### src/rtl/bss_pkg.sv
package bss_pkg;
   // Register byte addresses
   localparam logic [7:0] BSS_OFF_STATUS = 8'h1C;
   localparam logic [7:0] BSS_OFF_CTRL = 8'h3C;
   localparam logic [7:0] BSS_OFF_EVT = 8'h40;
   localparam logic [7:0] BSS_OFF_MASK = 8'h44;
   // Secondary status bit positions within the 32-bit word
   localparam int BSS_B_CAP66 = 21;
   localparam int BSS_B_FB2B = 23;
   localparam int BSS_B_MDPE = 24;
   localparam int BSS_B_TIM_LO = 25;
   localparam int BSS_B_TIM_HI = 26;
   localparam int BSS_B_STA = 27;
   localparam int BSS_B_RTA = 28;
   localparam int BSS_B_RMA = 29;
   localparam int BSS_B_RSE = 30;
   localparam int BSS_B_DPE = 31;
   // Control word: parity error response enable
   localparam int BSS_B_PERR_EN = 16;
   // Timing field codes
   localparam logic [1:0] BSS_TIM_MEDIUM = 2'h1;
   localparam logic [1:0] BSS_TIM_NONE = 2'h0;
   // Flag slots in the event/mask registers (low bits)
   localparam int BSS_NFLAG = 6;
   localparam int BSS_F_MDPE = 0;
   localparam int BSS_F_STA = 1;
   localparam int BSS_F_RTA = 2;
   localparam int BSS_F_RMA = 3;
   localparam int BSS_F_RSE = 4;
   localparam int BSS_F_DPE = 5;
   // Bus response codes
   localparam logic [1:0] BSS_RESP_OKAY = 2'h0;
   localparam logic [1:0] BSS_RESP_SLVERR = 2'h2;
endpackage

### src/rtl/bss_secondary_status.sv
`timescale 1ns/1ps
module bss_secondary_status
   import bss_pkg::*;
(
   // Clock and reset
   input wire logic ref_clk_i,
   input wire logic rst_i,
   // Bridge configuration straps
   input wire logic reverse_mode_i,
   input wire logic sec_pcix_mode_i,
   // Forward direction events (one-cycle pulses)
   input wire logic fwd_rd_parity_err_i,
   input wire logic fwd_wr_parity_fault_pin_i,
   input wire logic fwd_split_msg_parity_err_i,
   input wire logic fwd_target_abort_signaled_i,
   input wire logic fwd_target_abort_received_i,
   input wire logic fwd_master_abort_i,
   input wire logic fwd_system_fault_pin_i,
   input wire logic fwd_addr_data_parity_err_i,
   // Reverse direction events (one-cycle pulses)
   input wire logic rev_poisoned_cpl_i,
   input wire logic rev_poisoned_write_i,
   input wire logic rev_completer_abort_sent_i,
   input wire logic rev_completer_abort_rcvd_i,
   input wire logic rev_unsupported_cpl_i,
   input wire logic rev_err_msg_i,
   input wire logic rev_poisoned_tlp_i,
   // AXI4-Lite write address
   input wire logic [7:0] s_axi_awaddr,
   input wire logic s_axi_awvalid,
   output logic s_axi_awready,
   // AXI4-Lite write data
   input wire logic [31:0] s_axi_wdata,
   input wire logic [3:0] s_axi_wstrb,
   input wire logic s_axi_wvalid,
   output logic s_axi_wready,
   // AXI4-Lite write response
   output logic [1:0] s_axi_bresp,
   output logic s_axi_bvalid,
   input wire logic s_axi_bready,
   // AXI4-Lite read address
   input wire logic [7:0] s_axi_araddr,
   input wire logic s_axi_arvalid,
   output logic s_axi_arready,
   // AXI4-Lite read data
   output logic [31:0] s_axi_rdata,
   output logic [1:0] s_axi_rresp,
   output logic s_axi_rvalid,
   input wire logic s_axi_rready,
   // Interrupt and state outputs
   output logic irq_o,
   output logic perr_resp_en_o
);

   // Register words on the bus:
   //   status word - capability bits from the straps, sticky error flags in the top byte
   //   control word - parity response enable only
   //   event word - the same six events, kept for the interrupt, write one to clear
   //   mask word - one enable per event slot
   // Unmapped words answer with an error, and writes to them change nothing.
   // Reads have no side effects, so polling the status word is safe.

   // Flags in slot order
   logic [BSS_NFLAG-1:0] flags;
   logic [BSS_NFLAG-1:0] evt_sticky;
   logic [BSS_NFLAG-1:0] irq_mask;
   logic [BSS_NFLAG-1:0] next_set;
   logic perr_en;
   logic cap66;
   logic fb2b;
   logic [1:0] claim_timing;

   // Write channel holding state
   logic aw_held;
   logic w_held;
   logic [7:0] aw_addr;
   logic [31:0] w_data;
   logic [3:0] w_strb;
   logic wr_go;
   logic [BSS_NFLAG-1:0] w1c;
   logic [BSS_NFLAG-1:0] evt_w1c;

   // Byte lanes that gate each kind of write; a partial write that misses its lane is dropped
   localparam int BYTE_BITS = 8;
   localparam int LANE_FLAGS = 3;
   localparam int LANE_CTRL = 2;
   localparam int LANE_LOW = 0;

   // Elaboration checks: the slots must fit the low byte lane of the event and mask words
   if (BSS_NFLAG < 1 || BSS_NFLAG > BYTE_BITS) begin : g_bad_nflag
      $error("flag slot count must lie between one and eight");
   end
   // Every slot index must name a real slot
   if (BSS_F_MDPE >= BSS_NFLAG || BSS_F_STA >= BSS_NFLAG || BSS_F_RTA >= BSS_NFLAG ||
       BSS_F_RMA >= BSS_NFLAG || BSS_F_RSE >= BSS_NFLAG || BSS_F_DPE >= BSS_NFLAG) begin : g_bad_slot
      $error("flag slot index outside the slot range");
   end
   // Status flags must sit in the top byte, which only the top strobe reaches
   if (BSS_B_MDPE / BYTE_BITS != LANE_FLAGS || BSS_B_DPE / BYTE_BITS != LANE_FLAGS) begin : g_bad_pos
      $error("status flags must sit in the top byte lane");
   end
   // The enable must sit in the lane that its strobe guards
   if (BSS_B_PERR_EN / BYTE_BITS != LANE_CTRL) begin : g_bad_ctrl
      $error("parity enable must sit in the control byte lane");
   end
   // The claim timing field is two bits wide
   if (BSS_B_TIM_HI != BSS_B_TIM_LO + 1) begin : g_bad_tim
      $error("claim timing field must be two bits wide");
   end
   // Register words must be aligned, as the low address bits are dropped
   if (BSS_OFF_STATUS[1:0] != 2'h0 || BSS_OFF_CTRL[1:0] != 2'h0 ||
       BSS_OFF_EVT[1:0] != 2'h0 || BSS_OFF_MASK[1:0] != 2'h0) begin : g_bad_off
      $error("register offsets must be word aligned");
   end

   // Read-only capability bits follow the straps directly; they are not captured at reset
   // No storage: a strap that moved without a reset would show at once, so straps stay static
   assign cap66 = ~reverse_mode_i;
   assign fb2b = ~reverse_mode_i & ~sec_pcix_mode_i;
   assign claim_timing = reverse_mode_i ? BSS_TIM_NONE : BSS_TIM_MEDIUM;

   // Event decode per direction
   // Strobes of the idle direction are dropped, so a stray pulse cannot set a flag
   always_comb begin
      next_set = '0;
      if (!reverse_mode_i) begin
         next_set[BSS_F_MDPE] = perr_en & (fwd_rd_parity_err_i
            | fwd_wr_parity_fault_pin_i
            | fwd_split_msg_parity_err_i);
         next_set[BSS_F_STA] = fwd_target_abort_signaled_i;
         next_set[BSS_F_RTA] = fwd_target_abort_received_i;
         next_set[BSS_F_RMA] = fwd_master_abort_i;
         next_set[BSS_F_RSE] = fwd_system_fault_pin_i;
         next_set[BSS_F_DPE] = fwd_addr_data_parity_err_i;
      end else begin
         // Enable gates the poisoned-packet path in this direction
         next_set[BSS_F_MDPE] = perr_en & (rev_poisoned_cpl_i | rev_poisoned_write_i);
         next_set[BSS_F_STA] = rev_completer_abort_sent_i;
         next_set[BSS_F_RTA] = rev_completer_abort_rcvd_i;
         next_set[BSS_F_RMA] = rev_unsupported_cpl_i;
         next_set[BSS_F_RSE] = rev_err_msg_i;
         next_set[BSS_F_DPE] = rev_poisoned_tlp_i;
      end
   end

   // Map status word bits 31:27 and bit 24 onto flag slots
   function automatic logic [BSS_NFLAG-1:0] status_w1c(input logic [31:0] d,
                                                      input logic [3:0] s);
      logic [BSS_NFLAG-1:0] r;
      r = '0;
      r[BSS_F_MDPE] = s[LANE_FLAGS] & d[BSS_B_MDPE];
      r[BSS_F_STA] = s[LANE_FLAGS] & d[BSS_B_STA];
      r[BSS_F_RTA] = s[LANE_FLAGS] & d[BSS_B_RTA];
      r[BSS_F_RMA] = s[LANE_FLAGS] & d[BSS_B_RMA];
      r[BSS_F_RSE] = s[LANE_FLAGS] & d[BSS_B_RSE];
      r[BSS_F_DPE] = s[LANE_FLAGS] & d[BSS_B_DPE];
      return r;
   endfunction

   // A write commits once both address and data are held
   // The response term stops a held pair from committing twice while the answer waits
   assign wr_go = aw_held & w_held & ~s_axi_bvalid;
   assign w1c = (wr_go && aw_addr == BSS_OFF_STATUS) ? status_w1c(w_data, w_strb) : '0;
   assign evt_w1c = (wr_go && aw_addr == BSS_OFF_EVT && w_strb[LANE_LOW]) ?
                    w_data[BSS_NFLAG-1:0] : '0;

   // Sticky error flags; a same-cycle event beats the clear
   // Losing the race on the clear side means software never misses an event
   always_ff @(posedge ref_clk_i or posedge rst_i) begin
      if (rst_i) begin
         flags <= '0;
      end else begin
         flags <= (flags & ~w1c) | next_set;
      end
   end

   // Interrupt status: set on any new flag event, write-one clears
   // Kept apart from the flags so the interrupt can be acknowledged without losing the record
   always_ff @(posedge ref_clk_i or posedge rst_i) begin
      if (rst_i) begin
         evt_sticky <= '0;
      end else begin
         evt_sticky <= (evt_sticky & ~evt_w1c) | next_set;
      end
   end

   // Parity response enable; only a write that reaches its byte lane changes it
   always_ff @(posedge ref_clk_i or posedge rst_i) begin
      if (rst_i) begin
         perr_en <= 1'b0;
      end else if (wr_go && aw_addr == BSS_OFF_CTRL && w_strb[LANE_CTRL]) begin
         perr_en <= w_data[BSS_B_PERR_EN];
      end
   end

   // Interrupt mask, same slot layout as the event status
   always_ff @(posedge ref_clk_i or posedge rst_i) begin
      if (rst_i) begin
         irq_mask <= '0;
      end else if (wr_go && aw_addr == BSS_OFF_MASK && w_strb[LANE_LOW]) begin
         irq_mask <= w_data[BSS_NFLAG-1:0];
      end
   end

   assign perr_resp_en_o = perr_en;

   // Level interrupt while any unmasked event bit stands
   // Built from registers only, so it cannot glitch on bus inputs
   assign irq_o = |(evt_sticky & irq_mask);

   // Write address and data are taken independently, held until the response
   assign s_axi_awready = ~aw_held;
   assign s_axi_wready = ~w_held;

   // Write address holder; released only by the response handshake
   always_ff @(posedge ref_clk_i or posedge rst_i) begin
      if (rst_i) begin
         aw_held <= 1'b0;
         aw_addr <= '0;
      end else if (s_axi_awvalid && !aw_held) begin
         aw_held <= 1'b1;
         aw_addr <= {s_axi_awaddr[7:2], 2'h0};
      end else if (s_axi_bvalid && s_axi_bready) begin
         aw_held <= 1'b0;
      end
   end

   // Write data holder; the data may arrive before or after its address
   always_ff @(posedge ref_clk_i or posedge rst_i) begin
      if (rst_i) begin
         w_held <= 1'b0;
         w_data <= '0;
         w_strb <= '0;
      end else if (s_axi_wvalid && !w_held) begin
         w_held <= 1'b1;
         w_data <= s_axi_wdata;
         w_strb <= s_axi_wstrb;
      end else if (s_axi_bvalid && s_axi_bready) begin
         w_held <= 1'b0;
      end
   end

   // Known offsets reply OKAY, everything else SLVERR
   function automatic logic addr_known(input logic [7:0] a);
      return a == BSS_OFF_STATUS || a == BSS_OFF_CTRL ||
             a == BSS_OFF_EVT || a == BSS_OFF_MASK;
   endfunction

   // Write response valid: raised by the commit, dropped by the master's ready
   always_ff @(posedge ref_clk_i or posedge rst_i) begin
      if (rst_i) begin
         s_axi_bvalid <= 1'b0;
      end else if (wr_go) begin
         s_axi_bvalid <= 1'b1;
      end else if (s_axi_bready) begin
         s_axi_bvalid <= 1'b0;
      end
   end

   // Write response code; an unmapped word answers an error
   always_ff @(posedge ref_clk_i or posedge rst_i) begin
      if (rst_i) begin
         s_axi_bresp <= BSS_RESP_OKAY;
      end else if (wr_go) begin
         s_axi_bresp <= addr_known(aw_addr) ? BSS_RESP_OKAY : BSS_RESP_SLVERR;
      end
   end

   // Status word as read; reserved bits stay zero
   function automatic logic [31:0] status_word(input logic [BSS_NFLAG-1:0] f,
                                               input logic c66, input logic fb,
                                               input logic [1:0] tm);
      logic [31:0] w;
      w = '0;
      w[BSS_B_CAP66] = c66;
      w[BSS_B_FB2B] = fb;
      w[BSS_B_TIM_HI:BSS_B_TIM_LO] = tm;
      w[BSS_B_MDPE] = f[BSS_F_MDPE];
      w[BSS_B_STA] = f[BSS_F_STA];
      w[BSS_B_RTA] = f[BSS_F_RTA];
      w[BSS_B_RMA] = f[BSS_F_RMA];
      w[BSS_B_RSE] = f[BSS_F_RSE];
      w[BSS_B_DPE] = f[BSS_F_DPE];
      return w;
   endfunction

   // Read channel: one read at a time, data registered
   assign s_axi_arready = ~s_axi_rvalid;

   // Read valid: raised when the address is taken, dropped by the master's ready
   always_ff @(posedge ref_clk_i or posedge rst_i) begin
      if (rst_i) begin
         s_axi_rvalid <= 1'b0;
      end else if (s_axi_arvalid && !s_axi_rvalid) begin
         s_axi_rvalid <= 1'b1;
      end else if (s_axi_rready) begin
         s_axi_rvalid <= 1'b0;
      end
   end

   // Read data and code, captured with the address and held until the answer is taken
   always_ff @(posedge ref_clk_i or posedge rst_i) begin
      if (rst_i) begin
         s_axi_rdata <= '0;
         s_axi_rresp <= BSS_RESP_OKAY;
      end else if (s_axi_arvalid && !s_axi_rvalid) begin
         s_axi_rresp <= BSS_RESP_OKAY;
         case ({s_axi_araddr[7:2], 2'h0})
            BSS_OFF_STATUS: s_axi_rdata <= status_word(flags, cap66, fb2b, claim_timing);
            BSS_OFF_CTRL: s_axi_rdata <= 32'(perr_en) << BSS_B_PERR_EN;
            BSS_OFF_EVT: s_axi_rdata <= 32'(evt_sticky);
            BSS_OFF_MASK: s_axi_rdata <= 32'(irq_mask);
            default: begin
               s_axi_rdata <= '0;
               s_axi_rresp <= BSS_RESP_SLVERR;
            end
         endcase
      end
   end

endmodule

### config.mk
export PLATFORM = sky130hd
export DESIGN_NAME = bss_secondary_status
export DESIGN_NICKNAME = d
export VERILOG_FILES = /design/src/rtl/bss_pkg.sv /design/src/rtl/bss_secondary_status.sv
export SDC_FILE = /design/constraint.sdc
export NUM_CORES = 1
export LEC_CHECK = 0
export BUFFER_PORTS_ARGS = -buffer_cell sky130_fd_sc_hd__buf_2
export CORE_MARGIN = 4
export CORE_UTILIZATION = 51
export CTS_CLUSTER_DIAMETER = 150
export DETAILED_ROUTE_END_ITERATION = 7
export GPL_ROUTABILITY_DRIVEN = 0
export GPL_TIMING_DRIVEN = 1
export HOLD_SLACK_MARGIN = 0.12
export PLACE_DENSITY = 0.85
export SETUP_SLACK_MARGIN = 0.4
export SYNTH_ARGS = -nofsm -noshare
export SYNTH_HDL_FRONTEND = slang
export SYNTH_SLANG_ARGS = --single-unit
export TNS_END_PERCENT = 20
### constraint.sdc
create_clock -name ref_clk_i -period 3.28 [get_ports ref_clk_i]
set_input_delay 0.492 -clock ref_clk_i [delete_from_list [all_inputs] [get_ports ref_clk_i]]
set_output_delay 0.492 -clock ref_clk_i [all_outputs]
set_load 0.01 [all_outputs]
Word level (Yosys, flattened, before mapping)
Index checks and enable logic that the tools add are counted.
{"block": "word_totals", "output_inout_bits": 43, "input_bits": 76, "ff_bits": 101, "word_cells": 86}
{"block": "op_classes", "bitwise_logic": 27, "eq_ne": 8, "muxes": 14, "reduce_logical": 23}
{"cell": "$pmux 32 s4", "count": 1}
{"cell": "$eq 6x5->1 const B", "count": 4}
{"cell": "$and 6x6->6", "count": 3}
{"cell": "$mux 6", "count": 3}
{"cell": "$eq 6x3->1 const B", "count": 2}
{"cell": "$eq 6x4->1 const B", "count": 2}
{"cell": "$not 6->6", "count": 2}
{"cell": "$or 6x6->6", "count": 2}
{"cell": "$and 1x1->1", "count": 11}
{"cell": "$logic_and 1x1->1", "count": 11}
{"cell": "$mux 1", "count": 8}
{"cell": "$reduce_bool 2->1", "count": 4}
{"cell": "$not 1->1", "count": 6}
{"cell": "$reduce_or 6->1", "count": 1}
{"cell": "$mux 2", "count": 2}
{"cell": "$reduce_or 4->1", "count": 1}
{"cell": "$logic_not 1->1", "count": 3}
{"cell": "$logic_or 1x1->1", "count": 3}
{"cell": "$or 1x1->1", "count": 3}

Depth between registers and ports, before layout
Gate-level depths: netlist of the first run.
{"block": "logic_depth", "ltp_word": 8, "ltp_mapped": 5, "ltp_nobuf": 3}

Least setup slack after synthesis of the first run
Ideal clock, no wire load.
{"block": "synth_timing", "kind": "flip-flop to flip-flop", "startpoint": "reg aw_addr[4]", "endpoint": "reg irq_mask[0]", "synth_period_minus_slack_ns": 1.829, "setup_time_ns": 0.125, "path_stages_with_launch": 4, "t_required_ns": 3.155, "path_buffers": 0, "arrival_time_ns": 1.704, "path_slack_ns": 1.451, "cell_sequence": "dfrtp_1 -> or4b_4 -> nor4b_4 -> mux2_2"}
{"block": "synth_via", "elab_chain_len": 3}
{"item": "start, declared", "line_no": "bss_secondary_status.sv:76", "source": "logic [7:0] aw_addr;"}
{"item": "start signal, assigned", "line_no": "bss_secondary_status.sv:222", "source": "aw_addr <= {s_axi_awaddr[7:2], 2'h0};"}
{"item": "$eq 6x5->1", "line_no": "bss_secondary_status.sv:200", "source": "end else if (wr_go && aw_addr == BSS_OFF_MASK && w_strb[LANE_LOW]) begin"}
{"item": "$logic_and 1x1->1 (2 in series)", "line_no": "bss_secondary_status.sv:200"}
{"item": "end signal, assigned", "line_no": "bss_secondary_status.sv:201", "source": "irq_mask <= w_data[BSS_NFLAG-1:0];"}
{"item": "end, declared", "line_no": "bss_secondary_status.sv:66", "source": "logic [BSS_NFLAG-1:0] irq_mask;"}
No other way between the ends.
A chain may end at the register's enable or synchronous reset.

Worst setup path in the final report of the first run
{"block": "layout_timing", "startpoint": "reg s_axi_rvalid", "endpoint": "reg s_axi_rdata[28]"}
{"block": "layout_via", "elab_chain_len": 2}
{"item": "start, declared", "line_no": "bss_secondary_status.sv:48", "source": "output logic s_axi_rvalid,"}
{"item": "start signal, assigned", "line_no": "bss_secondary_status.sv:293", "source": "s_axi_rvalid <= 1'b0;"}
{"item": "start signal, assigned", "line_no": "bss_secondary_status.sv:295", "source": "s_axi_rvalid <= 1'b1;"}
{"item": "start signal, assigned", "line_no": "bss_secondary_status.sv:297", "source": "s_axi_rvalid <= 1'b0;"}
{"item": "$logic_not 1->1", "line_no": "bss_secondary_status.sv:306", "source": "end else if (s_axi_arvalid && !s_axi_rvalid) begin"}
{"item": "$logic_and 1x1->1", "line_no": "bss_secondary_status.sv:306"}
{"item": "end signal, assigned", "line_no": "bss_secondary_status.sv:309", "source": "BSS_OFF_STATUS: s_axi_rdata <= status_word(flags, cap66, fb2b, claim_timing);"}
{"item": "end signal, assigned", "line_no": "bss_secondary_status.sv:310", "source": "BSS_OFF_CTRL: s_axi_rdata <= 32'(perr_en) << BSS_B_PERR_EN;"}
{"item": "end signal, assigned", "line_no": "bss_secondary_status.sv:311", "source": "BSS_OFF_EVT: s_axi_rdata <= 32'(evt_sticky);"}
{"item": "end, declared", "line_no": "bss_secondary_status.sv:46", "source": "output logic [31:0] s_axi_rdata,"}
No other way between the ends.

==> flow_results.xml, run 1 <==
<?xml version="1.0" encoding="UTF-8"?>
<metrics>
  <group name="power">
    <metric name="total_leakage_power" unit="uW">0.00163</metric>
    <metric name="cellPowerDensity" unit="nW/um^2">701</metric>
    <metric name="worst_vdd_ir" unit="uV">459</metric>
    <metric name="design_power_total" unit="uW">2340</metric>
  </group>
  <group name="synth">
    <metric name="synth_commonest_cells" unit="">dfrtp_1 (62), mux2_2 (34), buf_4 (19)</metric>
    <metric name="synth_most_common_cell" unit="">dfrtp_1</metric>
    <metric name="async_reset_ff_share" unit="%">100</metric>
    <metric name="synth-edff-count" unit="">0</metric>
    <metric name="synth.yosys.seq_area_share" unit="%">55.6</metric>
    <metric name="synth_top_area_cell" unit="">dfrtp_1</metric>
    <metric name="ys.flop_type" unit="">dfrtp_1</metric>
    <metric name="yosysWarningCount" unit="">0</metric>
    <metric name="synth.distinct_cells" unit="">31</metric>
    <metric name="synth_area" unit="sq um">2790</metric>
    <metric name="number_of_register_bits_inferred_by_synthesis" unit="">62</metric>
    <metric name="post_synth_main_area_contributors" unit="">dfrtp_1 (56%), mux2_2 (14%), buf_4 (5.1%)</metric>
    <metric name="synth_top_area_share" unit="%">55.6</metric>
    <metric name="syn_inst" unit="">231</metric>
    <metric name="avgSynthCellArea" unit="sq um">12.1</metric>
  </group>
  <group name="floorplanning">
    <metric name="die-height" unit="um">82.0</metric>
    <metric name="start_util" unit="%">53.6</metric>
    <metric name="floorplan.io_pins" unit="">119</metric>
    <metric name="floorplan.rows" unit="">26</metric>
    <metric name="design.die.area" unit="sq um">6720</metric>
    <metric name="die_width" unit="um">82.0</metric>
    <metric name="core_area" unit="sq um">5200</metric>
  </group>
  <group name="finish">
    <metric name="drive_above_1_share" unit="%">41.9</metric>
    <metric name="diode_insertion_count_for_antenna_repair" unit="">0</metric>
    <metric name="final_cell_area" unit="sq um">3340</metric>
    <metric name="final_core_util" unit="%">64.2</metric>
    <metric name="finalNetCount" unit="">389</metric>
    <metric name="fillCellCount" unit="">415</metric>
    <metric name="synthToLayoutAreaGrowth" unit="%">19.8</metric>
  </group>
  <group name="worst_setup_path">
    <metric name="worst_path_max_delay_cell" unit="">nor4_1</metric>
    <metric name="crit_path_max_incr_delay" unit="ns">0.87</metric>
    <metric name="crit_path_start" unit="">s_axi_rvalid$_DFFE_PP0P_</metric>
    <metric name="critical_path_arrival" unit="ns">2.32</metric>
    <metric name="worstSetupPathType" unit="">reg2reg</metric>
    <metric name="regToRegSetupSlack" unit="ns">1.24</metric>
    <metric name="reg2regPathDepth" unit="">3</metric>
    <metric name="worstReg2RegEnd" unit="">s_axi_rdata[28]$_DFFE_PP0P_</metric>
    <metric name="crit_chain" unit="">nand2b_1 &gt; nor4_1 &gt; a22o_1</metric>
    <metric name="crit_required" unit="ns">3.56</metric>
    <metric name="cp-endpoint" unit="">s_axi_rdata[28]$_DFFE_PP0P_</metric>
    <metric name="endpoint_class_of_the_critical_path" unit="">flop</metric>
    <metric name="setup.worst_path.start_class" unit="">flop</metric>
    <metric name="critical_path.max_fanout" unit="">21</metric>
    <metric name="r2r_start" unit="">s_axi_rvalid$_DFFE_PP0P_</metric>
  </group>
  <group name="timing">
    <metric name="hold_violations" unit="">0</metric>
    <metric name="setup_total_negative_slack" unit="ns">0</metric>
    <metric name="timing.max_slew.rel_slack" unit="%">41.6</metric>
    <metric name="setup_repair_after_global_routing_missed_its_margin" unit="">no</metric>
    <metric name="share_of_the_clock_period_used_by_the_worst_path_after_layout" unit="%">62.2</metric>
    <metric name="clock-skew-final" unit="ns">0.00750</metric>
    <metric name="final.min_clock_period" unit="ns">2.04</metric>
    <metric name="timing_worst_slew_pin_value" unit="ns">0.869</metric>
    <metric name="final_slew_violations" unit="">0</metric>
    <metric name="hold_ws" unit="ns">0.228</metric>
    <metric name="finalSetupViolCount" unit="">0</metric>
    <metric name="timing.fmax" unit="MHz">490</metric>
  </group>
  <group name="route">
    <metric name="post_detailed_routing_wire_length" unit="um">6170</metric>
    <metric name="dr.pass1.iters" unit="">4</metric>
    <metric name="detail_route.iter0.violations" unit="">88</metric>
    <metric name="post_detailed_route_drc_marker_count" unit="">0</metric>
    <metric name="avgViaCountPerCell" unit="">5.27</metric>
    <metric name="detail-route-antenna-nets" unit="">0</metric>
    <metric name="via_count" unit="">2030</metric>
    <metric name="post_drt_wl_per_cell" unit="um">16.0</metric>
  </group>
  <group name="clock_network">
    <metric name="post_cts_resize_count" unit="">0</metric>
    <metric name="cts_setup_buffers" unit="">0</metric>
    <metric name="clock_latency" unit="ns">0.34</metric>
    <metric name="cts_made_buffers" unit="">9</metric>
    <metric name="clock-sinks" unit="">62</metric>
    <metric name="cts.path.max_buffers" unit="">2</metric>
    <metric name="cts_tree" unit="">yes</metric>
    <metric name="clk_root_buffer_cell" unit="">clkbuf_8</metric>
    <metric name="clock_tree.htree_level_count" unit="">3</metric>
    <metric name="worst_setup_hold_path_clk_slew" unit="ns">0.06</metric>
    <metric name="post_cts_hold_buffer_count" unit="">0</metric>
  </group>
  <group name="global_routing">
    <metric name="gr-usage-all-layers" unit="%">19.6</metric>
    <metric name="antenna_found_initial" unit="">0</metric>
    <metric name="grt_start_max_net_pins" unit="">33</metric>
    <metric name="global_route_wire_length_before_repair" unit="um">9600</metric>
    <metric name="globalRouteOverflowTotal" unit="">0</metric>
    <metric name="grt_pass1_vias" unit="">1984</metric>
  </group>
  <group name="placed_design">
    <metric name="place.detailed.hpwl" unit="um">4600</metric>
    <metric name="placement_cell_area" unit="sq um">3180</metric>
    <metric name="port-buffer-count" unit="">76</metric>
  </group>
  <group name="run">
    <metric name="max_cap_viol_count" unit="">0</metric>
  </group>
  <group name="min_path">
    <metric name="min-delay-path-class" unit="">in2async</metric>
  </group>
  <group name="status">
    <metric name="status" unit="">completed</metric>
  </group>
</metrics>
==> stage by stage <==
step | cells | worst slack [ns]
6_report | 385 | 1.24
3_3_place_gp | 372 | 1.21
5_1_grt | 385 | 1.10
4_1_cts | 385 | 1.27
3_5_place_dp | 372 | 1.17
2_1_floorplan | 248 | 1.25
==> report_power, final <==
part | switching (uW) | internal, uW | total, uW
Combinational | 275 | 329 | 604
Clock | 274 | 300 | 574
Sequential | 187 | 978 | 1160
==> per-layer routing <==
metal  GRT usage [%]  wire (um)  part of all wire (%)  vias to the layer above
li1                -          -                     -                      954
met1            24.2       2530                    41                      983
met2            31.1       3000                    49                       86
met3            7.79        585                   9.5                        7
met4            6.81         64                   1.0                        0
met5               0          0                     0                        -
==> registers in the layout, summed over array words and instances, names as in the netlist <==
| register | count |
|---|---|
| evt_sticky | 6 |
| s_axi_rresp | 1 |
| irq_mask | 6 |
| w_strb | 3 |
| w_data | 13 |
| aw_addr | 6 |
| flags | 6 |
| s_axi_bvalid | 1 |
| s_axi_bresp | 1 |
| s_axi_rvalid | 1 |
| perr_resp_en_o | 1 |
| w_held | 1 |
| s_axi_rdata | 15 |
| aw_held | 1 |
==> layout by cell type (no fill, tap or decap), types with 3 or more instances in the layout <==
master,instances
nand4b_1,3
clkbuf_8,11
nand2b_1,5
buf_2,76
inv_1,7
a22o_1,5
a31oi_1,12
conb_1,18
nand2_1,13
buf_4,4
or4_1,3
mux2i_1,11
dfrtp_1,62
nor2_1,15
o21ai_0,11
mux2_2,34
a22oi_1,3
nor4_1,3
==> cell type report <==
cell class,instances,area [sq um],share of cell area [%]
multi-input combinational,152,1100,33.0
clock inverter,2,10.0,0.299
tap,70,87.6,2.62
timing repair buffer,80,410,12.3
sequential,62,1550,46.4
clock buffer,11,151,4.53
inverter,8,30.0,0.898
==> critical path: cells and delay by family (launching register included) <==
kind            cells  cell delay, ns
compound gates      1            0.25
flops               1            0.39
simple gates        2            1.34
==> worst min path at each step <==
stage / startpoint / to / cells past startpoint / slack [ns]
floorplan: w_data[27]$_DFFE_PP0P_ / flags[1]$_DFF_PP0_ / 1 / 0.42
global placement: w_data[29]$_DFFE_PP0P_ / flags[3]$_DFF_PP0_ / 1 / 0.43
detailed placement: w_data[27]$_DFFE_PP0P_ / flags[1]$_DFF_PP0_ / 1 / 0.45
CTS: rst_i / s_axi_rdata[25]$_DFFE_PP0P_ / 3 / 0.24
global route: rst_i / s_axi_rdata[25]$_DFFE_PP0P_ / 3 / 0.26
finish: rst_i / s_axi_rvalid$_DFFE_PP0P_ / 3 / 0.23
==> cells by family (layout without fill, tap and decap cells) <==
family	Yosys count	after routing	synth area share, %
AND/OR/NAND/NOR	50	50	10.3
other	1	18	0.134
flip-flops	62	62	55.6
AO/OA/AOI/OAI	39	39	9.10
multiplexers	45	45	17.7
buffers and inverters	34	101	7.17
Power figures use the tool's default switching activity.
==> run 2, diff against run 1 <==
CORE_UTILIZATION = 47   (was 51)
PLACE_DENSITY = 0.79   (was 0.85)
clock period = 2.1 ns   (was 3.28 ns; I/O delays follow)
==> run 2 against run 1 <==
  * Largest cell class unchanged
  * Cell count is 2.6% higher
  * Setup slack worse by 0.94 ns
  * Core utilization is 3.0 points lower
  * Power is 60% higher
  * Clock power is 60% higher
  * Sequential power is 56% higher
  * Maximum frequency is 13% higher
  * Worst hold slack worse by 0.056 ns
  * Critical path depth is 1 higher
  * Register-to-register slack worse by 0.94 ns
  * Critical path type unchanged
==> flow_results.xml, run 2 (synthesis gave the netlist of run 1 again) <==
<?xml version="1.0" encoding="UTF-8"?>
<metrics>
  <group name="floorplanning">
    <metric name="design.die.area" unit="sq um">7230</metric>
    <metric name="die-height" unit="um">85.1</metric>
    <metric name="floorplan.io_pins" unit="">119</metric>
    <metric name="core_area" unit="sq um">5640</metric>
    <metric name="floorplan.rows" unit="">27</metric>
    <metric name="die_width" unit="um">85.1</metric>
    <metric name="start_util" unit="%">49.5</metric>
  </group>
  <group name="finish">
    <metric name="synthToLayoutAreaGrowth" unit="%">23.9</metric>
    <metric name="max_flop_register" unit="">s_axi_rdata</metric>
    <metric name="finalNetCount" unit="">396</metric>
    <metric name="stdcell_count" unit="">395</metric>
    <metric name="layout.cells.most_common" unit="">buf_2</metric>
    <metric name="layout_common_cells" unit="">buf_2 (76), dfrtp_1 (61), mux2_2 (28), conb_1 (18), nor2_1 (15)</metric>
    <metric name="diode_insertion_count_for_antenna_repair" unit="">0</metric>
    <metric name="largest_reg_flops" unit="">15</metric>
    <metric name="drive_above_1_share" unit="%">43.0</metric>
    <metric name="largest_registers" unit="">s_axi_rdata x15, w_data x13</metric>
  </group>
  <group name="route">
    <metric name="avgViaCountPerCell" unit="">5.21</metric>
    <metric name="post_detailed_route_drc_marker_count" unit="">0</metric>
    <metric name="detail_route.iter0.violations" unit="">69</metric>
    <metric name="detail-route-antenna-nets" unit="">0</metric>
    <metric name="detailroute.wirelength.met3" unit="um">565</metric>
    <metric name="post_drt_wl_per_cell" unit="um">15.6</metric>
    <metric name="post_detailed_routing_wire_length" unit="um">6150</metric>
    <metric name="dr.pass1.iters" unit="">4</metric>
    <metric name="met2WireLength" unit="um">2920</metric>
    <metric name="via_count" unit="">2058</metric>
    <metric name="m1WireLength" unit="um">2590</metric>
    <metric name="maxUsedRoutingLayer" unit="">met4</metric>
  </group>
  <group name="min_path">
    <metric name="hold-path-cell-count" unit="">2</metric>
    <metric name="startpoint_of_the_tightest_hold_check_path" unit="">s_axi_rready</metric>
    <metric name="min_to" unit="">s_axi_rvalid$_DFFE_PP0P_</metric>
    <metric name="min-delay-path-class" unit="">in2reg</metric>
  </group>
  <group name="worst_setup_path">
    <metric name="regToRegSetupSlack" unit="ns">0.30</metric>
    <metric name="critical_path_arrival" unit="ns">2.02</metric>
    <metric name="setup.worst_path.start_class" unit="">flop</metric>
    <metric name="critical_path.max_fanout" unit="">6</metric>
    <metric name="worstSetupPathType" unit="">reg2reg</metric>
    <metric name="crit_path_max_incr_delay" unit="ns">0.58</metric>
    <metric name="r2r_start" unit="">aw_addr[5]$_DFFE_PP0P_</metric>
    <metric name="reg2regPathDepth" unit="">4</metric>
    <metric name="endpoint_class_of_the_critical_path" unit="">flop</metric>
    <metric name="crit_chain" unit="">or4b_4 &gt; nor4b_4 &gt; buf_6 &gt; mux2_4</metric>
    <metric name="worstReg2RegEnd" unit="">irq_mask[0]$_DFFE_PP0P_</metric>
    <metric name="worst_path_max_delay_cell" unit="">or4b_4</metric>
    <metric name="crit_required" unit="ns">2.31</metric>
  </group>
  <group name="run">
    <metric name="max_cap_viol_count" unit="">0</metric>
  </group>
  <group name="power">
    <metric name="total_leakage_power" unit="uW">0.00167</metric>
    <metric name="cellPowerDensity" unit="nW/um^2">1090</metric>
    <metric name="worst_vdd_ir" unit="uV">719</metric>
  </group>
  <group name="clock_network">
    <metric name="clock_latency" unit="ns">0.34</metric>
    <metric name="clock-sinks" unit="">62</metric>
    <metric name="cts_made_buffers" unit="">9</metric>
    <metric name="clock_tree.htree_level_count" unit="">3</metric>
    <metric name="cts.path.max_buffers" unit="">2</metric>
    <metric name="worst_setup_hold_path_clk_slew" unit="ns">0.06</metric>
    <metric name="clk_root_buffer_cell" unit="">clkbuf_8</metric>
    <metric name="cts_tree" unit="">yes</metric>
  </group>
  <group name="timing">
    <metric name="share_of_the_clock_period_used_by_the_worst_path_after_layout" unit="%">85.8</metric>
    <metric name="timing.max_slew.rel_slack" unit="%">59.3</metric>
    <metric name="hold_violations" unit="">0</metric>
    <metric name="timing_worst_slew_pin_value" unit="ns">0.610</metric>
    <metric name="finalSetupViolCount" unit="">0</metric>
    <metric name="final.min_clock_period" unit="ns">1.80</metric>
    <metric name="setup_repair_after_global_routing_missed_its_margin" unit="">yes</metric>
    <metric name="setup_total_negative_slack" unit="ns">0</metric>
    <metric name="clock-skew-final" unit="ns">0.00855</metric>
    <metric name="final_slew_violations" unit="">0</metric>
    <metric name="timing.fmax" unit="MHz">555</metric>
  </group>
  <group name="placed_design">
    <metric name="place.detailed.hpwl" unit="um">4690</metric>
    <metric name="port-buffer-count" unit="">76</metric>
    <metric name="post_placement_cell_count" unit="">378</metric>
  </group>
  <group name="global_routing">
    <metric name="antenna_found_initial" unit="">0</metric>
    <metric name="grt_pass1_vias" unit="">2167</metric>
    <metric name="gr-usage-all-layers" unit="%">18.1</metric>
    <metric name="grt_start_max_net_pins" unit="">36</metric>
    <metric name="global_route_wire_length_before_repair" unit="um">10300</metric>
    <metric name="globalRouteOverflowTotal" unit="">0</metric>
  </group>
  <group name="status">
    <metric name="status" unit="">completed</metric>
  </group>
</metrics>
run 2: metrics by stage:
step                hold WS, ns  area, sq um  power, uW  setup slack, ns  util (%)
floorplan                 0.410         2860       2450            0.271         -
global placement          0.419         3230       2740            0.251      57.3
detailed placement        0.423         3230       2790            0.222      57.3
CTS                       0.155         3450       3780            0.293      61.1
global route              0.156         3460       4000            0.220      61.3
finish                    0.171         3460       3760            0.298      61.3
run 2: worst max path at each step:
| stage | start | endpoint | depth (start not counted) | slack (ns) |
|---|---|---|---|---|
| floorplan | aw_addr[4]$_DFFE_PP0P_ | irq_mask[0]$_DFFE_PP0P_ | 3 | 0.27 |
| CTS | aw_addr[5]$_DFFE_PP0P_ | irq_mask[0]$_DFFE_PP0P_ | 4 | 0.29 |
| global route | aw_addr[5]$_DFFE_PP0P_ | irq_mask[4]$_DFFE_PP0P_ | 4 | 0.22 |
| detailed placement | aw_addr[5]$_DFFE_PP0P_ | irq_mask[5]$_DFFE_PP0P_ | 4 | 0.22 |
| finish | aw_addr[5]$_DFFE_PP0P_ | irq_mask[0]$_DFFE_PP0P_ | 4 | 0.30 |
| global placement | aw_addr[4]$_DFFE_PP0P_ | irq_mask[3]$_DFFE_PP0P_ | 4 | 0.25 |
run 2: what timing repair did:
item	CTS	global route
setup endpoints to repair	8	24
hold buffers	1	0
gates resized for setup	7	1
endpoints found under the hold margin	27	0
setup buffers	1	1
pin swaps	2	0
run 2: layout make-up:
cell class | count | area [sq um]
well taps | 72 | 90.1
clock buffers | 13 | 169
fillers | 484 | 2180
flip-flops and latches | 62 | 1550
clock inverters | 1 | 5.00
multi-input cells | 152 | 1120
repair buffers | 87 | 482
inverters | 8 | 33.8
run 2: layer usage:
layer,vias to the layer above,global-route usage [%]
li1,976,-
met1,993,23.2
met2,80,28.7
met3,9,6.80
met4,0,5.61
met5,-,0
run 2: worst max-delay path: cells and delay by family (launching register included):
kind	cells	cell delay, ns
mux	1	0.30
buf+inv	1	0.18
flops	1	0.38
simple gates	2	0.82
run 2: power by group:
group	internal, uW	switching, uW
Combinational	581	444
Clock	510	409
Sequential	1530	281
Total	2620	1130
